$ cat src/verilog/fme_pkg.sv
// package for the coprocessor error, mouse interrupt and floppy glue block
// assumes a 40 MHz system clock and a classic wishbone register bus
package fme_pkg;

    // wishbone register byte offsets
    localparam logic [7:0] FME_CTRL_OFS = 8'h00;
    localparam logic [7:0] FME_STAT_OFS = 8'h04;
    localparam logic [7:0] FME_IRQ_STAT_OFS = 8'h08;
    localparam logic [7:0] FME_IRQ_CLR_OFS = 8'h0C;
    localparam logic [7:0] FME_IRQ_EN_OFS = 8'h10;

    // control register fields
    localparam int FME_CTRL_FLOPPY_DEC = 0;
    localparam int FME_CTRL_DRIVE_DEC = 1;
    localparam int FME_CTRL_SECONDARY = 2;
    localparam int FME_CTRL_MOUSE_MODE = 4;
    localparam int FME_CTRL_FPU_MODE = 5;
    localparam logic [7:0] FME_CTRL_RESET = 8'h00;
    localparam logic [7:0] FME_CTRL_MASK = 8'h37;

    // status register fields
    localparam int FME_STAT_PRESENT = 0;
    localparam int FME_STAT_IRQ13 = 1;
    localparam int FME_STAT_IRQ12 = 2;
    localparam int FME_STAT_IGNORE = 3;
    localparam int FME_STAT_FPU_ERR = 4;

    // interrupt event bits
    localparam int FME_EV_IRQ13 = 0;
    localparam int FME_EV_MOUSE = 1;
    localparam int FME_EV_IGNORE = 2;
    localparam int FME_EV_N = 3;
    localparam logic [2:0] FME_IRQ_RESET = 3'h0;

    // isa i/o addresses
    localparam logic [15:0] FME_FLOPPY_PRI_BASE = 16'h03F0;
    localparam logic [15:0] FME_FLOPPY_SEC_BASE = 16'h0370;
    localparam logic [2:0] FME_DISK_CHANGE_IN_LOW = 3'h7;
    localparam logic [15:0] FME_FPU_ERR_PORT = 16'h00F0;
    localparam logic [15:0] FME_KBD_DATA_PORT = 16'h0060;

    // one i/o cycle as seen on the isa side
    typedef struct packed {
        logic ioRead;
        logic ioWrite;
        logic iorN;
        logic [15:0] addr;
    } fme_io_s;

endpackage

$ cat src/verilog/fme_glue.sv
// coprocessor error, mouse interrupt and floppy disk-change glue with a wishbone register file
// assumes isa-side inputs synchronous to clk and a single-clock wishbone master
// assumes the strap on diskChangeIn is steady across the reset release edge
`timescale 1ns/10ps

// Overview of operation
// - disk-change port read with control bit 0 set, bit 1 clear drives inverted change onto sd7
// - strap sampled at reset release: floppy present
// - strap low suppresses sd7, transceiver, floppy select
// - control bit 5 selects error or irq13
// - error assertion raises internal irq13
// - irq13 held until error port write while error is negated
// - after reset pin is plain irq13
// - ignore only in error mode, needs error
// - error port write during error sets ignore
// - ignore holds until error input negates
// - ignore output inactive high at reset
// - control bit 4 selects mouse or irq12
// - mouse mode latches rising edge as irq12
// - mouse latch cleared by reset or port-60 read
// - after reset pin is plain irq12
module fme_glue (
    input wire logic clk,
    input wire logic sys_rst,
    input wire logic wb_cyc_i,
    input wire logic wb_stb_i,
    input wire logic wb_we_i,
    input wire logic [7:0] wb_adr_i,
    input wire logic [3:0] wb_sel_i,
    input wire logic [31:0] wb_dat_i,
    output logic [31:0] wb_dat_o,
    output logic wb_ack_o,
    input wire fme_pkg::fme_io_s ioCycle,
    input wire logic diskChangeIn,
    input wire logic fpuErrorSharedPin,
    input wire logic mouseSharedIrqPin,
    output logic sd7Out,
    output logic sd7OeN,
    output logic utilityXcvrOutputEnableN,
    output logic floppySelectN,
    output logic irq13Req,
    output logic irq12Req,
    output logic ignoreFpuErrorOutN,
    output logic intOut
);
    import fme_pkg::*;

    logic [7:0] ctrl;
    logic [7:0] next_ctrl;
    logic [FME_EV_N-1:0] irqStat;
    logic [FME_EV_N-1:0] next_irqStat;
    logic [FME_EV_N-1:0] irqEn;
    logic [FME_EV_N-1:0] next_irqEn;
    logic ack;
    logic next_ack;
    logic [31:0] rdData;
    logic [31:0] next_rdData;

    // delayed copy of reset marks the release edge, the only edge the strap is taken
    logic rstSeen;
    logic floppyPresent;
    logic next_floppyPresent;
    logic fpuLatch;
    logic next_fpuLatch;
    logic ignoreErr;
    logic next_ignoreErr;
    logic mouseLatch;
    logic next_mouseLatch;
    logic mousePrev;
    logic iorPrev;
    logic next_irq13Req;
    logic next_irq12Req;
    logic next_ignoreN;

    logic next_sd7Out;
    logic next_sd7OeN;
    logic next_xcvrN;
    logic next_floppySelN;

    logic wbReq;
    logic wbWrite;
    logic fpuMode;
    logic mouseMode;
    logic fpuErrActive;
    logic errPortWrite;
    logic kbdReadFall;
    logic mouseRise;
    logic [15:0] floppyBase;
    logic floppyHit;
    logic dskChgRead;
    logic [FME_EV_N-1:0] events;
    logic [FME_EV_N-1:0] clrMask;

    // ack is registered, so a held request is taken once and answered one cycle later
    assign wbReq = wb_cyc_i && wb_stb_i && !ack;
    assign wbWrite = wbReq && wb_we_i && wb_sel_i[0];
    assign fpuMode = ctrl[FME_CTRL_FPU_MODE];
    assign mouseMode = ctrl[FME_CTRL_MOUSE_MODE];
    // error input is active low on the shared pin
    assign fpuErrActive = fpuMode && !fpuErrorSharedPin;
    assign errPortWrite = ioCycle.ioWrite && (ioCycle.addr == FME_FPU_ERR_PORT);
    // falling edge of the read strobe, not the whole read, clears the mouse latch
    assign kbdReadFall = ioCycle.ioRead && iorPrev && !ioCycle.iorN && (ioCycle.addr == FME_KBD_DATA_PORT);
    assign mouseRise = mouseSharedIrqPin && !mousePrev;
    assign floppyBase = ctrl[FME_CTRL_SECONDARY] ? FME_FLOPPY_SEC_BASE : FME_FLOPPY_PRI_BASE;
    // any access inside the eight-port floppy window counts; the low bits pick the port
    assign floppyHit = (ioCycle.ioRead || ioCycle.ioWrite) && (ioCycle.addr[15:3] == floppyBase[15:3]);
    assign dskChgRead = ioCycle.ioRead && floppyHit && (ioCycle.addr[2:0] == FME_DISK_CHANGE_IN_LOW);

    // strap capture and floppy port outputs
    always_comb begin
        next_floppyPresent = floppyPresent;
        if (rstSeen) begin
            next_floppyPresent = diskChangeIn;
        end
        next_sd7Out = 1'b0;
        next_sd7OeN = 1'b1;
        next_xcvrN = 1'b1;
        next_floppySelN = 1'b1;
        if (floppyPresent && floppyHit) begin
            if (ctrl[FME_CTRL_FLOPPY_DEC]) begin
                next_floppySelN = 1'b0;
            end
            if (dskChgRead) begin
                if (ctrl[FME_CTRL_FLOPPY_DEC] && !ctrl[FME_CTRL_DRIVE_DEC]) begin
                    next_sd7OeN = 1'b0;
                    next_sd7Out = !diskChangeIn;
                end
                next_xcvrN = !ctrl[FME_CTRL_DRIVE_DEC];
            end else if (ctrl[FME_CTRL_FLOPPY_DEC]) begin
                next_xcvrN = 1'b0;
            end
        end
    end

    always_ff @(posedge clk) begin
        rstSeen <= sys_rst;
        if (sys_rst) begin
            floppyPresent <= 1'b0;
            sd7Out <= 1'b0;
            sd7OeN <= 1'b1;
            utilityXcvrOutputEnableN <= 1'b1;
            floppySelectN <= 1'b1;
        end else begin
            floppyPresent <= next_floppyPresent;
            sd7Out <= next_sd7Out;
            sd7OeN <= next_sd7OeN;
            utilityXcvrOutputEnableN <= next_xcvrN;
            floppySelectN <= next_floppySelN;
        end
    end

    // coprocessor error and mouse interrupt state
    always_comb begin
        next_fpuLatch = fpuLatch;
        next_ignoreErr = ignoreErr;
        next_mouseLatch = mouseLatch;
        if (errPortWrite) begin
            next_fpuLatch = 1'b0;
        end
        if (fpuErrActive) begin
            next_fpuLatch = 1'b1;
        end
        if (errPortWrite && fpuErrActive) begin
            next_ignoreErr = 1'b1;
        end
        if (!fpuErrActive) begin
            next_ignoreErr = 1'b0;
        end
        // leaving error mode drops the latch so irq13 follows the pin again
        if (!fpuMode) begin
            next_fpuLatch = 1'b0;
        end
        if (kbdReadFall) begin
            next_mouseLatch = 1'b0;
        end
        if (mouseMode && mouseRise) begin
            next_mouseLatch = 1'b1;
        end
        // plain irq12 mode bypasses the latch entirely
        if (!mouseMode) begin
            next_mouseLatch = 1'b0;
        end
    end

    always_ff @(posedge clk) begin
        if (sys_rst) begin
            fpuLatch <= 1'b0;
            ignoreErr <= 1'b0;
            mouseLatch <= 1'b0;
            mousePrev <= 1'b0;
            // read strobe idles high, so no false falling edge follows reset
            iorPrev <= 1'b1;
        end else begin
            fpuLatch <= next_fpuLatch;
            ignoreErr <= next_ignoreErr;
            mouseLatch <= next_mouseLatch;
            mousePrev <= mouseSharedIrqPin;
            iorPrev <= ioCycle.iorN;
        end
    end

    always_comb begin
        next_irq13Req = fpuMode ? next_fpuLatch : fpuErrorSharedPin;
        next_irq12Req = mouseMode ? next_mouseLatch : mouseSharedIrqPin;
        next_ignoreN = !next_ignoreErr;
    end

    always_ff @(posedge clk) begin
        if (sys_rst) begin
            irq13Req <= 1'b0;
            irq12Req <= 1'b0;
            ignoreFpuErrorOutN <= 1'b1;
        end else begin
            irq13Req <= next_irq13Req;
            irq12Req <= next_irq12Req;
            ignoreFpuErrorOutN <= next_ignoreN;
        end
    end

    // wishbone slave and interrupt register file
    // each sticky bit sets on the rising edge of its latch (error, mouse, ignore), so the plain irq modes set none
    always_comb begin
        events = '0;
        events[FME_EV_IRQ13] = next_fpuLatch && !fpuLatch;
        events[FME_EV_MOUSE] = next_mouseLatch && !mouseLatch;
        events[FME_EV_IGNORE] = next_ignoreErr && !ignoreErr;
    end
    // clear register is write-only; reading its offset returns zero
    assign clrMask = (wbWrite && (wb_adr_i == FME_IRQ_CLR_OFS)) ? wb_dat_i[FME_EV_N-1:0] : '0;

    always_comb begin
        next_ack = wbReq;
        next_ctrl = ctrl;
        next_irqEn = irqEn;
        next_rdData = 32'h00000000;
        // plain irq modes until software changes
        if (wbWrite && (wb_adr_i == FME_CTRL_OFS)) begin
            next_ctrl = wb_dat_i[7:0] & FME_CTRL_MASK;
        end
        if (wbWrite && (wb_adr_i == FME_IRQ_EN_OFS)) begin
            next_irqEn = wb_dat_i[FME_EV_N-1:0];
        end
        // cleared bits re-arm in the same cycle if their event fires, so no event is lost
        next_irqStat = (irqStat & ~clrMask) | events;
        if (wbReq && !wb_we_i) begin
            unique case (wb_adr_i)
                FME_CTRL_OFS: next_rdData = {24'h000000, ctrl};
                FME_STAT_OFS: begin
                    next_rdData[FME_STAT_PRESENT] = floppyPresent;
                    next_rdData[FME_STAT_IRQ13] = irq13Req;
                    next_rdData[FME_STAT_IRQ12] = irq12Req;
                    next_rdData[FME_STAT_IGNORE] = ignoreErr;
                    next_rdData[FME_STAT_FPU_ERR] = fpuErrActive;
                end
                FME_IRQ_STAT_OFS: next_rdData[FME_EV_N-1:0] = irqStat;
                FME_IRQ_EN_OFS: next_rdData[FME_EV_N-1:0] = irqEn;
                default: next_rdData = 32'h00000000;
            endcase
        end
    end

    always_ff @(posedge clk) begin
        if (sys_rst) begin
            ctrl <= FME_CTRL_RESET;
            irqStat <= FME_IRQ_RESET;
            irqEn <= FME_IRQ_RESET;
            ack <= 1'b0;
            rdData <= 32'h00000000;
        end else begin
            ctrl <= next_ctrl;
            irqStat <= next_irqStat;
            irqEn <= next_irqEn;
            ack <= next_ack;
            rdData <= next_rdData;
        end
    end

    assign wb_ack_o = ack;
    assign wb_dat_o = rdData;
    // level output: stays high until software clears or masks the status bit
    assign intOut = |(irqStat & irqEn);

endmodule

$ cat config.mk
export PLATFORM = sky130hd
export DESIGN_NAME = fme_glue
export DESIGN_NICKNAME = d
export VERILOG_FILES = /design/src/verilog/fme_pkg.sv /design/src/verilog/fme_glue.sv
export SDC_FILE = /design/constraint.sdc
export NUM_CORES = 1
export LEC_CHECK = 0
export BUFFER_PORTS_ARGS = -buffer_cell sky130_fd_sc_hd__buf_2
export CAP_MARGIN = 20
export CORE_ASPECT_RATIO = 1.1
export CORE_MARGIN = 8
export CORE_UTILIZATION = 37
export DETAILED_ROUTE_END_ITERATION = 10
export PLACE_DENSITY = 0.75
export REMOVE_ABC_BUFFERS = 1
export SLEW_MARGIN = 20
export SYNTH_ARGS = -nofsm -noshare
export SYNTH_HDL_FRONTEND = slang
export SYNTH_SLANG_ARGS = --single-unit
export TNS_END_PERCENT = 100
$ cat constraint.sdc
create_clock -name clk -period 1.7 [get_ports clk]
set_clock_uncertainty 0.15 [all_clocks]
set_input_delay 0.255 -clock clk [delete_from_list [all_inputs] [get_ports clk]]
set_output_delay 0.255 -clock clk [all_outputs]
set_load 0.05 [all_outputs]
==> qor.txt, run 1 <==
Worst Path Max Fanout -> 6
Tcrit/Tclk final -> 0.988
Worst VDD drop -> 0.543 mV
ANT nets after route -> 0
CP peak stage delay -> 0.30 ns
WP data arrival -> 1.74 ns
Netlist cell types -> 43
Cell Area, Placed -> 0.00199 mm2
Synth Area in XOR/XNOR -> 0.00532
Post-Synth Simple-Gate Area -> 0.294
Ys Warns -> 0
Slew headroom -> 0.655
Psw -> 480 uW
first-pass GRT wire length -> 6860 um
GP Congestion -> 0.833
clk buf depth -> 2
worst path required time -> 1.76 ns
initial antenna violation count -> 0
hold crit path type -> input port to register
CP endpoint kind -> register
DRT Pass-1 Iters -> 4
Post-synth ARST share -> 0
DR vias/cell -> 4.78
die width -> 79.6 um
crit path time final -> 1.68 ns
Compound-Gate Fraction of Synth Area -> 0.109
main combinational cell family by area after synthesis -> simple AND/OR/NAND/NOR gates
routed wire length per instance -> 13.7 um
status -> finished clean
max_cap viols -> 0
Seq cells post-synth -> 32
largest net degree at the start of global routing -> 17
area grow syn2layout -> 32.0%
cell mode on critical path -> buf_4
Pint -> 1180 uW
post-synthesis cell area -> 0.00165 mm2
drt drc -> 0
final WL -> 4380 um
Final Hold Viols -> 0
core area -> 0.00429 mm2
Slowest cell on crit path -> dfxtp_1
Adder-Cell Fraction of Synth Area -> 0
CP Cell Sequence -> nand3b_1 -> buf_4 -> buf_4 -> nor4_2 -> buf_4 -> mux2i_1
worst slew pin tran -> 0.513 ns
Die H -> 86.0 um
Reg area -> 642 um2
Layout Nets -> 336
power per cell area -> 763 mW/mm2
H-tree depth -> 2
Die ar. -> 0.00685 mm2
CP startpoint kind -> register
clock group share of total power -> 0.353
Clk Latency, worst-skew pair -> 0.28 ns
vias in the first global route -> 1535
vias -> 1529
layout cell share with drive strength beyond 1 -> 0.376
Gate power share -> 0.186
Sw Ratio -> 0.289
fillcell total -> 402
LEAKAGE -> 0.000987 uW
Clock Sinks -> 32
dpl hpwl -> 3620 um
ANT cells -> 0
max-slew violation count -> 0
dominant synthesized flop cell -> dfxtp_1
CTS root buf -> clkbuf_8
Iteration-0 DRC Markers -> 87
clock-pin slew on the worst setup and hold paths -> 0.06 ns
CTS Buf Count -> 5
Initial Util -> 0.385
RSZ-0062 raised after global routing -> true
total global-route track usage -> 0.124
number of buffers added on ports -> 55
Final setup viols -> 0
WS Path Type -> register to register
Multi-input gate area -> 920 um2
CTS tree -> built
Boundary Pins -> 112
Max Freq -> 596 MHz
mux share of post-synthesis cell area -> 0.0615
register area share after synthesis -> 0.389
total gr overflow -> 0
fin area -> 0.00217 mm2
Syn Inst Count -> 189
Post-synth EDFFs -> 0
average size of a mapped cell -> 8.72 um2
final core utilization -> 0.507
Seq pwr share -> 0.460
Rows -> 25
[sequential cells by signal, indices dropped and copies added (netlist names)]
name and count:
irq13Req 1, irqStat 3, rstSeen 1, mousePrev 1, floppySelectN 1, fpuLatch 1
ignoreFpuErrorOutN 1, wb_ack_o 1, mouseLatch 1, iorPrev 1, sd7Out 1, sd7OeN 1
utilityXcvrOutputEnableN 1, floppyPresent 1, wb_dat_o 6, ctrl 5, irq12Req 1, ignoreErr 1
irqEn 3
[kinds of logic (layout without fill, tap and decap cells)]
| kind of cell | Yosys count | in the layout |
|---|---|---|
| simple gates | 81 | 81 |
| buf+inv | 35 | 87 |
| flops | 32 | 32 |
| compound gates | 29 | 29 |
| mux | 10 | 10 |
| other cells | 1 | 26 |
| xor+xnor | 1 | 1 |
[worst max-delay path: cells and delay by family, from the launching register on]
family / cells / cell delay [ns]
flip-flops: 1 / 0.30
AND/OR/NAND/NOR: 2 / 0.49
buffers and inverters: 3 / 0.50
multiplexers: 1 / 0.17
[per-layer routing]
layer  track usage  share of wire  vias to the layer above
li1              -              -                      774
met1         0.126           0.38                      699
met2         0.228           0.54                       49
met3        0.0356          0.060                        7
met4        0.0489          0.013                        0
met5             0              0                        -
[area by class of cell]
class / count / area share
timing repair buffer: 75 / 0.203
inverter: 4 / 0.00690
clock buffer: 8 / 0.0414
sequential: 32 / 0.295
multi-input combinational: 147 / 0.423
tap: 54 / 0.0311
[synthesized netlist by cell type (7+ instances only)]
cell type	n	area, um2
dfxtp_1	32	641
buf_4	26	195
nand2_1	16	60.1
nand2b_1	13	81.3
nor2_1	10	37.5
mux2i_1	9	90.1
a21oi_1	8	40.0
o21ai_0	7	35.0
[through the flow]
step / total power (uW) / cells / setup slack, ns / setup TNS (ns) / hold slack (ns)
floorplan: 962 / 183 / -0.142 / -1.48 / 0.133
global placement: 1070 / 308 / -0.273 / -2.36 / 0.270
detailed placement: 1070 / 308 / -0.304 / -2.73 / 0.278
CTS: 1670 / 319 / 0.0000239 / 0 / 0.0135
global route: 1720 / 320 / -0.0402 / -0.238 / 0.0225
finish: 1660 / 320 / 0.0210 / 0 / 0.0225
[final timing paths]
kind	cells after the start	from	to	slack, ns
worst max register to register	6	wb_ack_o	ctrl[5]	0.02
worst min register to register	1	ctrl[0]	floppySelectN	0.30
worst max-delay path	6	wb_ack_o	ctrl[5]	0.02
worst min-delay path	2	ioCycle[16]	iorPrev	0.02
[power groups by stage]
stage               sequential, uW  clock (uW)  combinational [uW]
global placement               780           0                 288
floorplan                      791           0                 171
detailed placement             780           0                 292
finish                         764         586                 309
global route                   764         626                 328
CTS                            764         606                 298
[cells in the final DEF (no fill, tap or decap), types with 4 or more instances in the layout]
cell	instances
a21oi_1	7
or4_1	4
inv_1	4
nor2_1	10
a31oi_1	4
mux2i_1	9
nand2b_1	13
or2_2	4
buf_2	53
dfxtp_1	31
clkbuf_8	6
nand3_1	4
conb_1	26
o21ai_0	7
buf_4	19
nand2_1	16
[timing repair]
action | 4_1_cts | 5_1_grt
hold buffers | 1 | 0
hold endpoints to repair | 1 | 0
gates resized for setup | 3 | 10
pin swaps | 1 | 9
endpoints found under the setup margin | 5 | 17
buffers inserted | 2 | 1
Note: power is estimated with default switching activity, not from simulation.
==> run 2: changes to the inputs <==
--- a/config.mk
+++ b/config.mk
@@ -9,9 +9,9 @@
 export CAP_MARGIN = 20
 export CORE_ASPECT_RATIO = 1.1
 export CORE_MARGIN = 8
-export CORE_UTILIZATION = 37
+export CORE_UTILIZATION = 41
 export DETAILED_ROUTE_END_ITERATION = 10
-export PLACE_DENSITY = 0.75
+export PLACE_DENSITY = 0.79
 export REMOVE_ABC_BUFFERS = 1
 export SLEW_MARGIN = 20
 export SYNTH_ARGS = -nofsm -noshare
==> constraint.sdc (replaced) <==
create_clock -name clk -period 1.8 [get_ports clk]
set_clock_uncertainty 0.15 [all_clocks]
set_input_delay 0.27 -clock clk [delete_from_list [all_inputs] [get_ports clk]]
set_output_delay 0.27 -clock clk [all_outputs]
set_load 0.05 [all_outputs]
==> run 2 against run 1 <==
Power shrank 9.7%; worst hold slack worse by 0.012 ns; sequential power fell by 5.6%; first-iteration DRC count fell by 6.9%; global-route usage up 0.14 points; final area down 6.7%; sequential share of layout area up 2.0 points; critical path depth shrank 2; clock power fell by 13%; combinational power decreased by 12%; non-clock buffer count is 11 lower; critical path type unchanged; critical endpoint is now wb_dat_o[5]; largest cell class unchanged.
==> qor.txt, run 2 (synthesized netlist as in run 1, its figures left out) <==
die width -> 76.4 um (-4.0%)
final core utilization -> 0.520 (+0.0124)
Sw Ratio -> 0.300 (+0.0103)
Clk Latency, worst-skew pair -> 0.28 ns (about the same)
Boundary Pins -> 112 (unchanged)
core area -> 0.00390 mm2 (-8.9%)
first-pass GRT wire length -> 6330 um (-7.7%)
LEAKAGE -> 0.000921 uW (-6.7%)
CP peak stage delay -> 0.40 ns (+0.10 ns)
number of buffers added on ports -> 55 (unchanged)
setup_tns -> 0 ns (unchanged)
clock group share of total power -> 0.338 (-0.015)
Pint -> 1050 uW (-11%)
DRT Pass-1 Iters -> 4 (unchanged)
Final Hold Viols -> 0 (unchanged)
DR vias/cell -> 4.82 (+0.81%)
CP bufs+invs -> 0 (-3)
largest net degree at the start of global routing -> 24 (+7)
WP data arrival -> 1.80 ns (+0.06 ns)
Power Total -> 1500 uW (-9.7%)
placed insts -> 298 (-3.2%)
Top Family by Delay on Critical Path -> simple AND/OR/NAND/NOR gates
GP Congestion -> 0.852 (+2.3%)
clk buf depth -> 2 (unchanged)
Final setup viols -> 0 (unchanged)
CTS root buf -> clkbuf_8
CP endpoint kind -> register
fillcell total -> 390 (-3.0%)
max-slew violation count -> 0 (unchanged)
CP startpoint kind -> register
Rows -> 24 (-4.0%)
CP Cell Sequence -> nand3b_1 -> or3_4 -> or3_4 -> nor3b_1
drt drc -> 0 (unchanged)
most frequent cells in the layout -> buf_2, dfxtp_1, conb_1, nand2_1, nand2b_1
CTS tree -> built
initial antenna violation count -> 0 (unchanged)
max reg flops -> 6 (unchanged)
layout cell share with drive strength beyond 1 -> 0.343 (-0.0334)
CTS Buf Count -> 5 (unchanged)
H-tree depth -> 2 (unchanged)
routed wire length per instance -> 13.5 um (-1.6%)
dpl hpwl -> 3380 um (-6.7%)
Slowest cell on crit path -> or3_4
ANT nets after route -> 0 (unchanged)
Seq pwr share -> 0.481 (+0.021)
total global-route track usage -> 0.125 (+0.00143)
final WL -> 4120 um (-5.9%)
clock-pin slew on the worst setup and hold paths -> 0.06 ns (about the same)
area grow syn2layout -> 23.2%
Worst VDD drop -> 0.474 mV (-13%)
hold_buf cts -> 0 (-1)
Die H -> 82.5 um (-4.1%)
WS Path Type -> register to register
ANT cells -> 0 (unchanged)
hold crit path type -> input port to register
vias -> 1474 (-3.6%)
crit path time final -> 1.75 ns (+0.0710 ns)
Cell Area, Placed -> 0.00193 mm2 (-3.1%)
fin area -> 0.00203 mm2 (-6.7%)
Psw -> 449 uW (-6.5%)
Gate power share -> 0.181 (-0.005)
most common cell after layout, fill and taps aside -> buf_2
Clock Sinks -> 32 (unchanged)
Tcrit/Tclk final -> 0.972 (-0.0154)
Worst Path Max Fanout -> 7 (+1)
Finished Layout Cells -> 306 (-4.4%)
total gr overflow -> 0 (unchanged)
power per cell area -> 738 mW/mm2 (-3.2%)
Die ar. -> 0.00631 mm2 (-7.9%)
status -> finished clean
Initial Util -> 0.422 (+0.0376)
Max Freq -> 571 MHz (-4.1%)
vias in the first global route -> 1452 (-5.4%)
Layout Nets -> 325 (-3.3%)
max_cap viols -> 0 (unchanged)
cell mode on critical path -> or3_4
Iteration-0 DRC Markers -> 81 (-6.9%)
worst path required time -> 1.85 ns (+0.09 ns)
==> run 2: changes by cell type in the layout (fill, tap and decap cells not counted), sizes merged <==
cell and delta:
buf -10, clkbuf -2, clkinv +1, dlygate4sd3 -1
==> run 2: cell type report <==
cell class	instances	area (um2)	area share
multi-input combinational	147	888	0.438
sequential	32	641	0.316
timing repair buffer	64	343	0.169
clock buffer	6	72.6	0.0358
tap	52	65.1	0.0321
inverter	4	15.0	0.00740
clock inverter	1	5.00	0.00247
==> run 2: what timing repair did <==
item / 4_1_cts / 5_1_grt
endpoints found under the setup margin: 0 / 5
hold endpoints to repair: 0 / 0
setup buffers: 0 / 1
gates resized for setup: 0 / 4
==> run 2: through the flow <==
step           setup WS [ns]  hold slack, ns
4_1_cts               0.0639          0.0118
6_report              0.0500          0.0104
3_3_place_gp          -0.223           0.270
2_1_floorplan        -0.0468           0.148
5_1_grt              -0.0175          0.0126
3_5_place_dp          -0.227           0.288
==> run 2: power by group through the flow <==
stage / Clock [uW] / Sequential [uW] / Combinational, uW
5_1_grt: 555 / 721 / 287
3_3_place_gp: 0 / 736 / 259
2_1_floorplan: 0 / 747 / 161
6_report: 507 / 721 / 271
3_5_place_dp: 0 / 737 / 263
4_1_cts: 513 / 721 / 264
==> run 2: path summary, 6_finish.rpt <==
path	start	to	slack, ns	cells past startpoint
worst max-delay path	wb_ack_o	wb_dat_o[5]	0.05	4
worst min-delay path	diskChangeIn	sd7Out	0.01	2
worst max register to register	wb_ack_o	wb_dat_o[5]	0.05	4
worst min register to register	ctrl[0]	floppySelectN	0.29	1
==> run 2: layer usage <==
| metal | GRT usage | vias to the layer above | wire, um |
|---|---|---|---|
| met3 | 0.0530 | 14 | 253 |
| met2 | 0.225 | 48 | 2150 |
| met4 | 0.0654 | 0 | 117 |
| met1 | 0.124 | 674 | 1600 |
| met5 | 0 | - | 0 |
| li1 | - | 738 | - |
==> run 3: changes to the inputs <==
--- a/config.mk
+++ b/config.mk
@@ -8,7 +8,7 @@
 export BUFFER_PORTS_ARGS = -buffer_cell sky130_fd_sc_hd__buf_2
 export CAP_MARGIN = 20
 export CORE_ASPECT_RATIO = 1.1
-export CORE_MARGIN = 8
+export CORE_MARGIN = 2
 export CORE_UTILIZATION = 41
 export DETAILED_ROUTE_END_ITERATION = 10
 export PLACE_DENSITY = 0.79
==> run 3 against run 2 <==
Sequential share of layout area is essentially flat; core utilization fell by 0.064 points; register-to-register slack improved by 0.05 ns; critical path depth grew 1; setup slack better by 0.0054 ns; via count down 2.6%; largest cell class unchanged; die area decreased by 28%; routed wire length is 17% lower; power up 2.6%; highest routed layer is now met3; critical path type is now input port to register; maximum frequency is 0.31% higher.
==> qor.txt, run 3 (synthesized netlist as in run 1, its figures left out) <==
status -> finished clean
Iteration-0 DRC Markers -> 39 (-52%)
Boundary Pins -> 112 (unchanged)
CP Cell Sequence -> buf_2 -> or4_4 -> or4_4 -> nor2_2 -> o21ai_0
WS Path Type -> input port to register
max reg flops -> 6 (unchanged)
CP peak stage delay -> 0.57 ns (+0.17 ns)
CTS Buf Count -> 5 (unchanged)
hold_buf cts -> 0 (unchanged)
Clk Latency, worst-skew pair -> 0.28 ns (about the same)
LEAKAGE -> 0.000925 uW (+0.52%)
Slowest cell on crit path -> or4_4
number of buffers added on ports -> 55 (unchanged)
first-pass GRT wire length -> 5600 um (-12%)
DRT Pass-1 Iters -> 4 (unchanged)
GP Congestion -> 0.857 (+0.55%)
CP endpoint kind -> register
ANT nets after route -> 0 (unchanged)
Layout Nets -> 325 (unchanged)
Rows -> 24 (unchanged)
CP startpoint kind -> input port
final WL -> 3400 um (-17%)
CP bufs+invs -> 1 (+1)
DR vias/cell -> 4.67 (-3.0%)
Finished Layout Cells -> 307 (+0.33%)
final hold slack -> 0.00963 ns (-0.000781 ns)
Final setup viols -> 0 (unchanged)
post_cts resized -> 0 (unchanged)
hold crit path type -> input port to register
CTS root buf -> clkbuf_8
Cell Area, Placed -> 0.00193 mm2 (+0.39%)
Worst Path Max Fanout -> 3 (-4)
Max Freq -> 573 MHz (+0.31%)
total setup buffers inserted after CTS -> 0 (unchanged)
PnR worst setup slack -> 0.0554 ns (+0.00539 ns)
ANT cells -> 0 (unchanged)
Worst VDD drop -> 0.497 mV (+4.7%)
layout cell share with drive strength beyond 1 -> 0.333 (-0.00919)
placed insts -> 299 (+0.34%)
Tcrit/Tclk final -> 0.969 (-0.00299)
max-slew violation count -> 0 (unchanged)
clk buf depth -> 2 (unchanged)
Die ar. -> 0.00454 mm2 (-28%)
Initial Util -> 0.422 (unchanged)
Final Hold Viols -> 0 (unchanged)
routed wire length per instance -> 11.1 um (-18%)
cell mode on critical path -> or4_4
Die H -> 70.5 um (-15%)
Reg2Reg Depth -> 4 (unchanged)
total gr overflow -> 0 (unchanged)
max_cap viols -> 0 (unchanged)
RSZ-0062 raised after global routing -> false
drt drc -> 0 (unchanged)
Top Family by Delay on Critical Path -> simple AND/OR/NAND/NOR gates
area grow syn2layout -> 23.0%
total global-route track usage -> 0.157 (+0.0312)
Worst path depth -> 5 (+1)
clock-pin slew on the worst setup and hold paths -> 0.06 ns (about the same)
most frequent cells in the layout -> buf_2, dfxtp_1, conb_1, nand2_1, nand2b_1
vias in the first global route -> 1308 (-9.9%)
Clock Sinks -> 32 (unchanged)
Hold Path Cell Cnt -> 2 (unchanged)
CTS tree -> built
largest net degree at the start of global routing -> 24 (unchanged)
most common cell after layout, fill and taps aside -> buf_2
crit path time final -> 1.74 ns (-0.00539 ns)
dpl hpwl -> 2750 um (-19%)
vias -> 1435 (-2.6%)
WP data arrival -> 1.74 ns (-0.06 ns)
core area -> 0.00390 mm2 (unchanged)
fin area -> 0.00203 mm2 (-0.12%)
H-tree depth -> 2 (unchanged)
dpl ws -> -0.212 ns (+0.0150 ns)
power per cell area -> 758 mW/mm2 (+2.7%)
initial antenna violation count -> 0 (unchanged)
die width -> 64.4 um (-16%)
worst path required time -> 1.80 ns (-0.05 ns)
## run 3: power by group
part	total (uW)	internal, uW	leakage [uW]	switching, uW
clock network	551	304	0.0000510	247
registers	721	716	0.000260	4.10
logic	265	70.0	0.000615	195
total	1540	1090	0.000925	447
## run 3: layout make-up
class | count | area, um2
clock buffer | 6 | 82.6
clock inverter | 2 | 10.0
fill | 401 | 1880
inverter | 4 | 15.0
multi-input combinational | 147 | 871
sequential | 32 | 641
tap | 52 | 65.1
timing repair buffer | 64 | 343
## run 3: final timing paths
kind	slack (ns)	endpoint	start
setup / recovery	0.06	ignoreFpuErrorOutN	ioCycle[10]
hold / removal	0.01	sd7Out	diskChangeIn
setup reg to reg	0.10	wb_dat_o[5]	wb_ack_o
hold reg to reg	0.29	floppySelectN	ctrl[0]
## run 3: metal layers
layer  vias to the layer above  GRT usage  routed length (um)
met5                         -          0                   0
met4                         0     0.0402                   0
met3                         0     0.0564                 171
met2                        29      0.263                1770
met1                       661      0.189                1460
li1                        745          -                   -
## run 3: through the flow
step                       util  setup TNS (ns)  power (uW)
after global placement    0.496           -1.30         997
after floorplan               -          -0.206         908
after global routing      0.519               0        1610
final                     0.519               0        1540
after CTS                 0.519               0        1560
after detailed placement  0.496           -1.44        1000
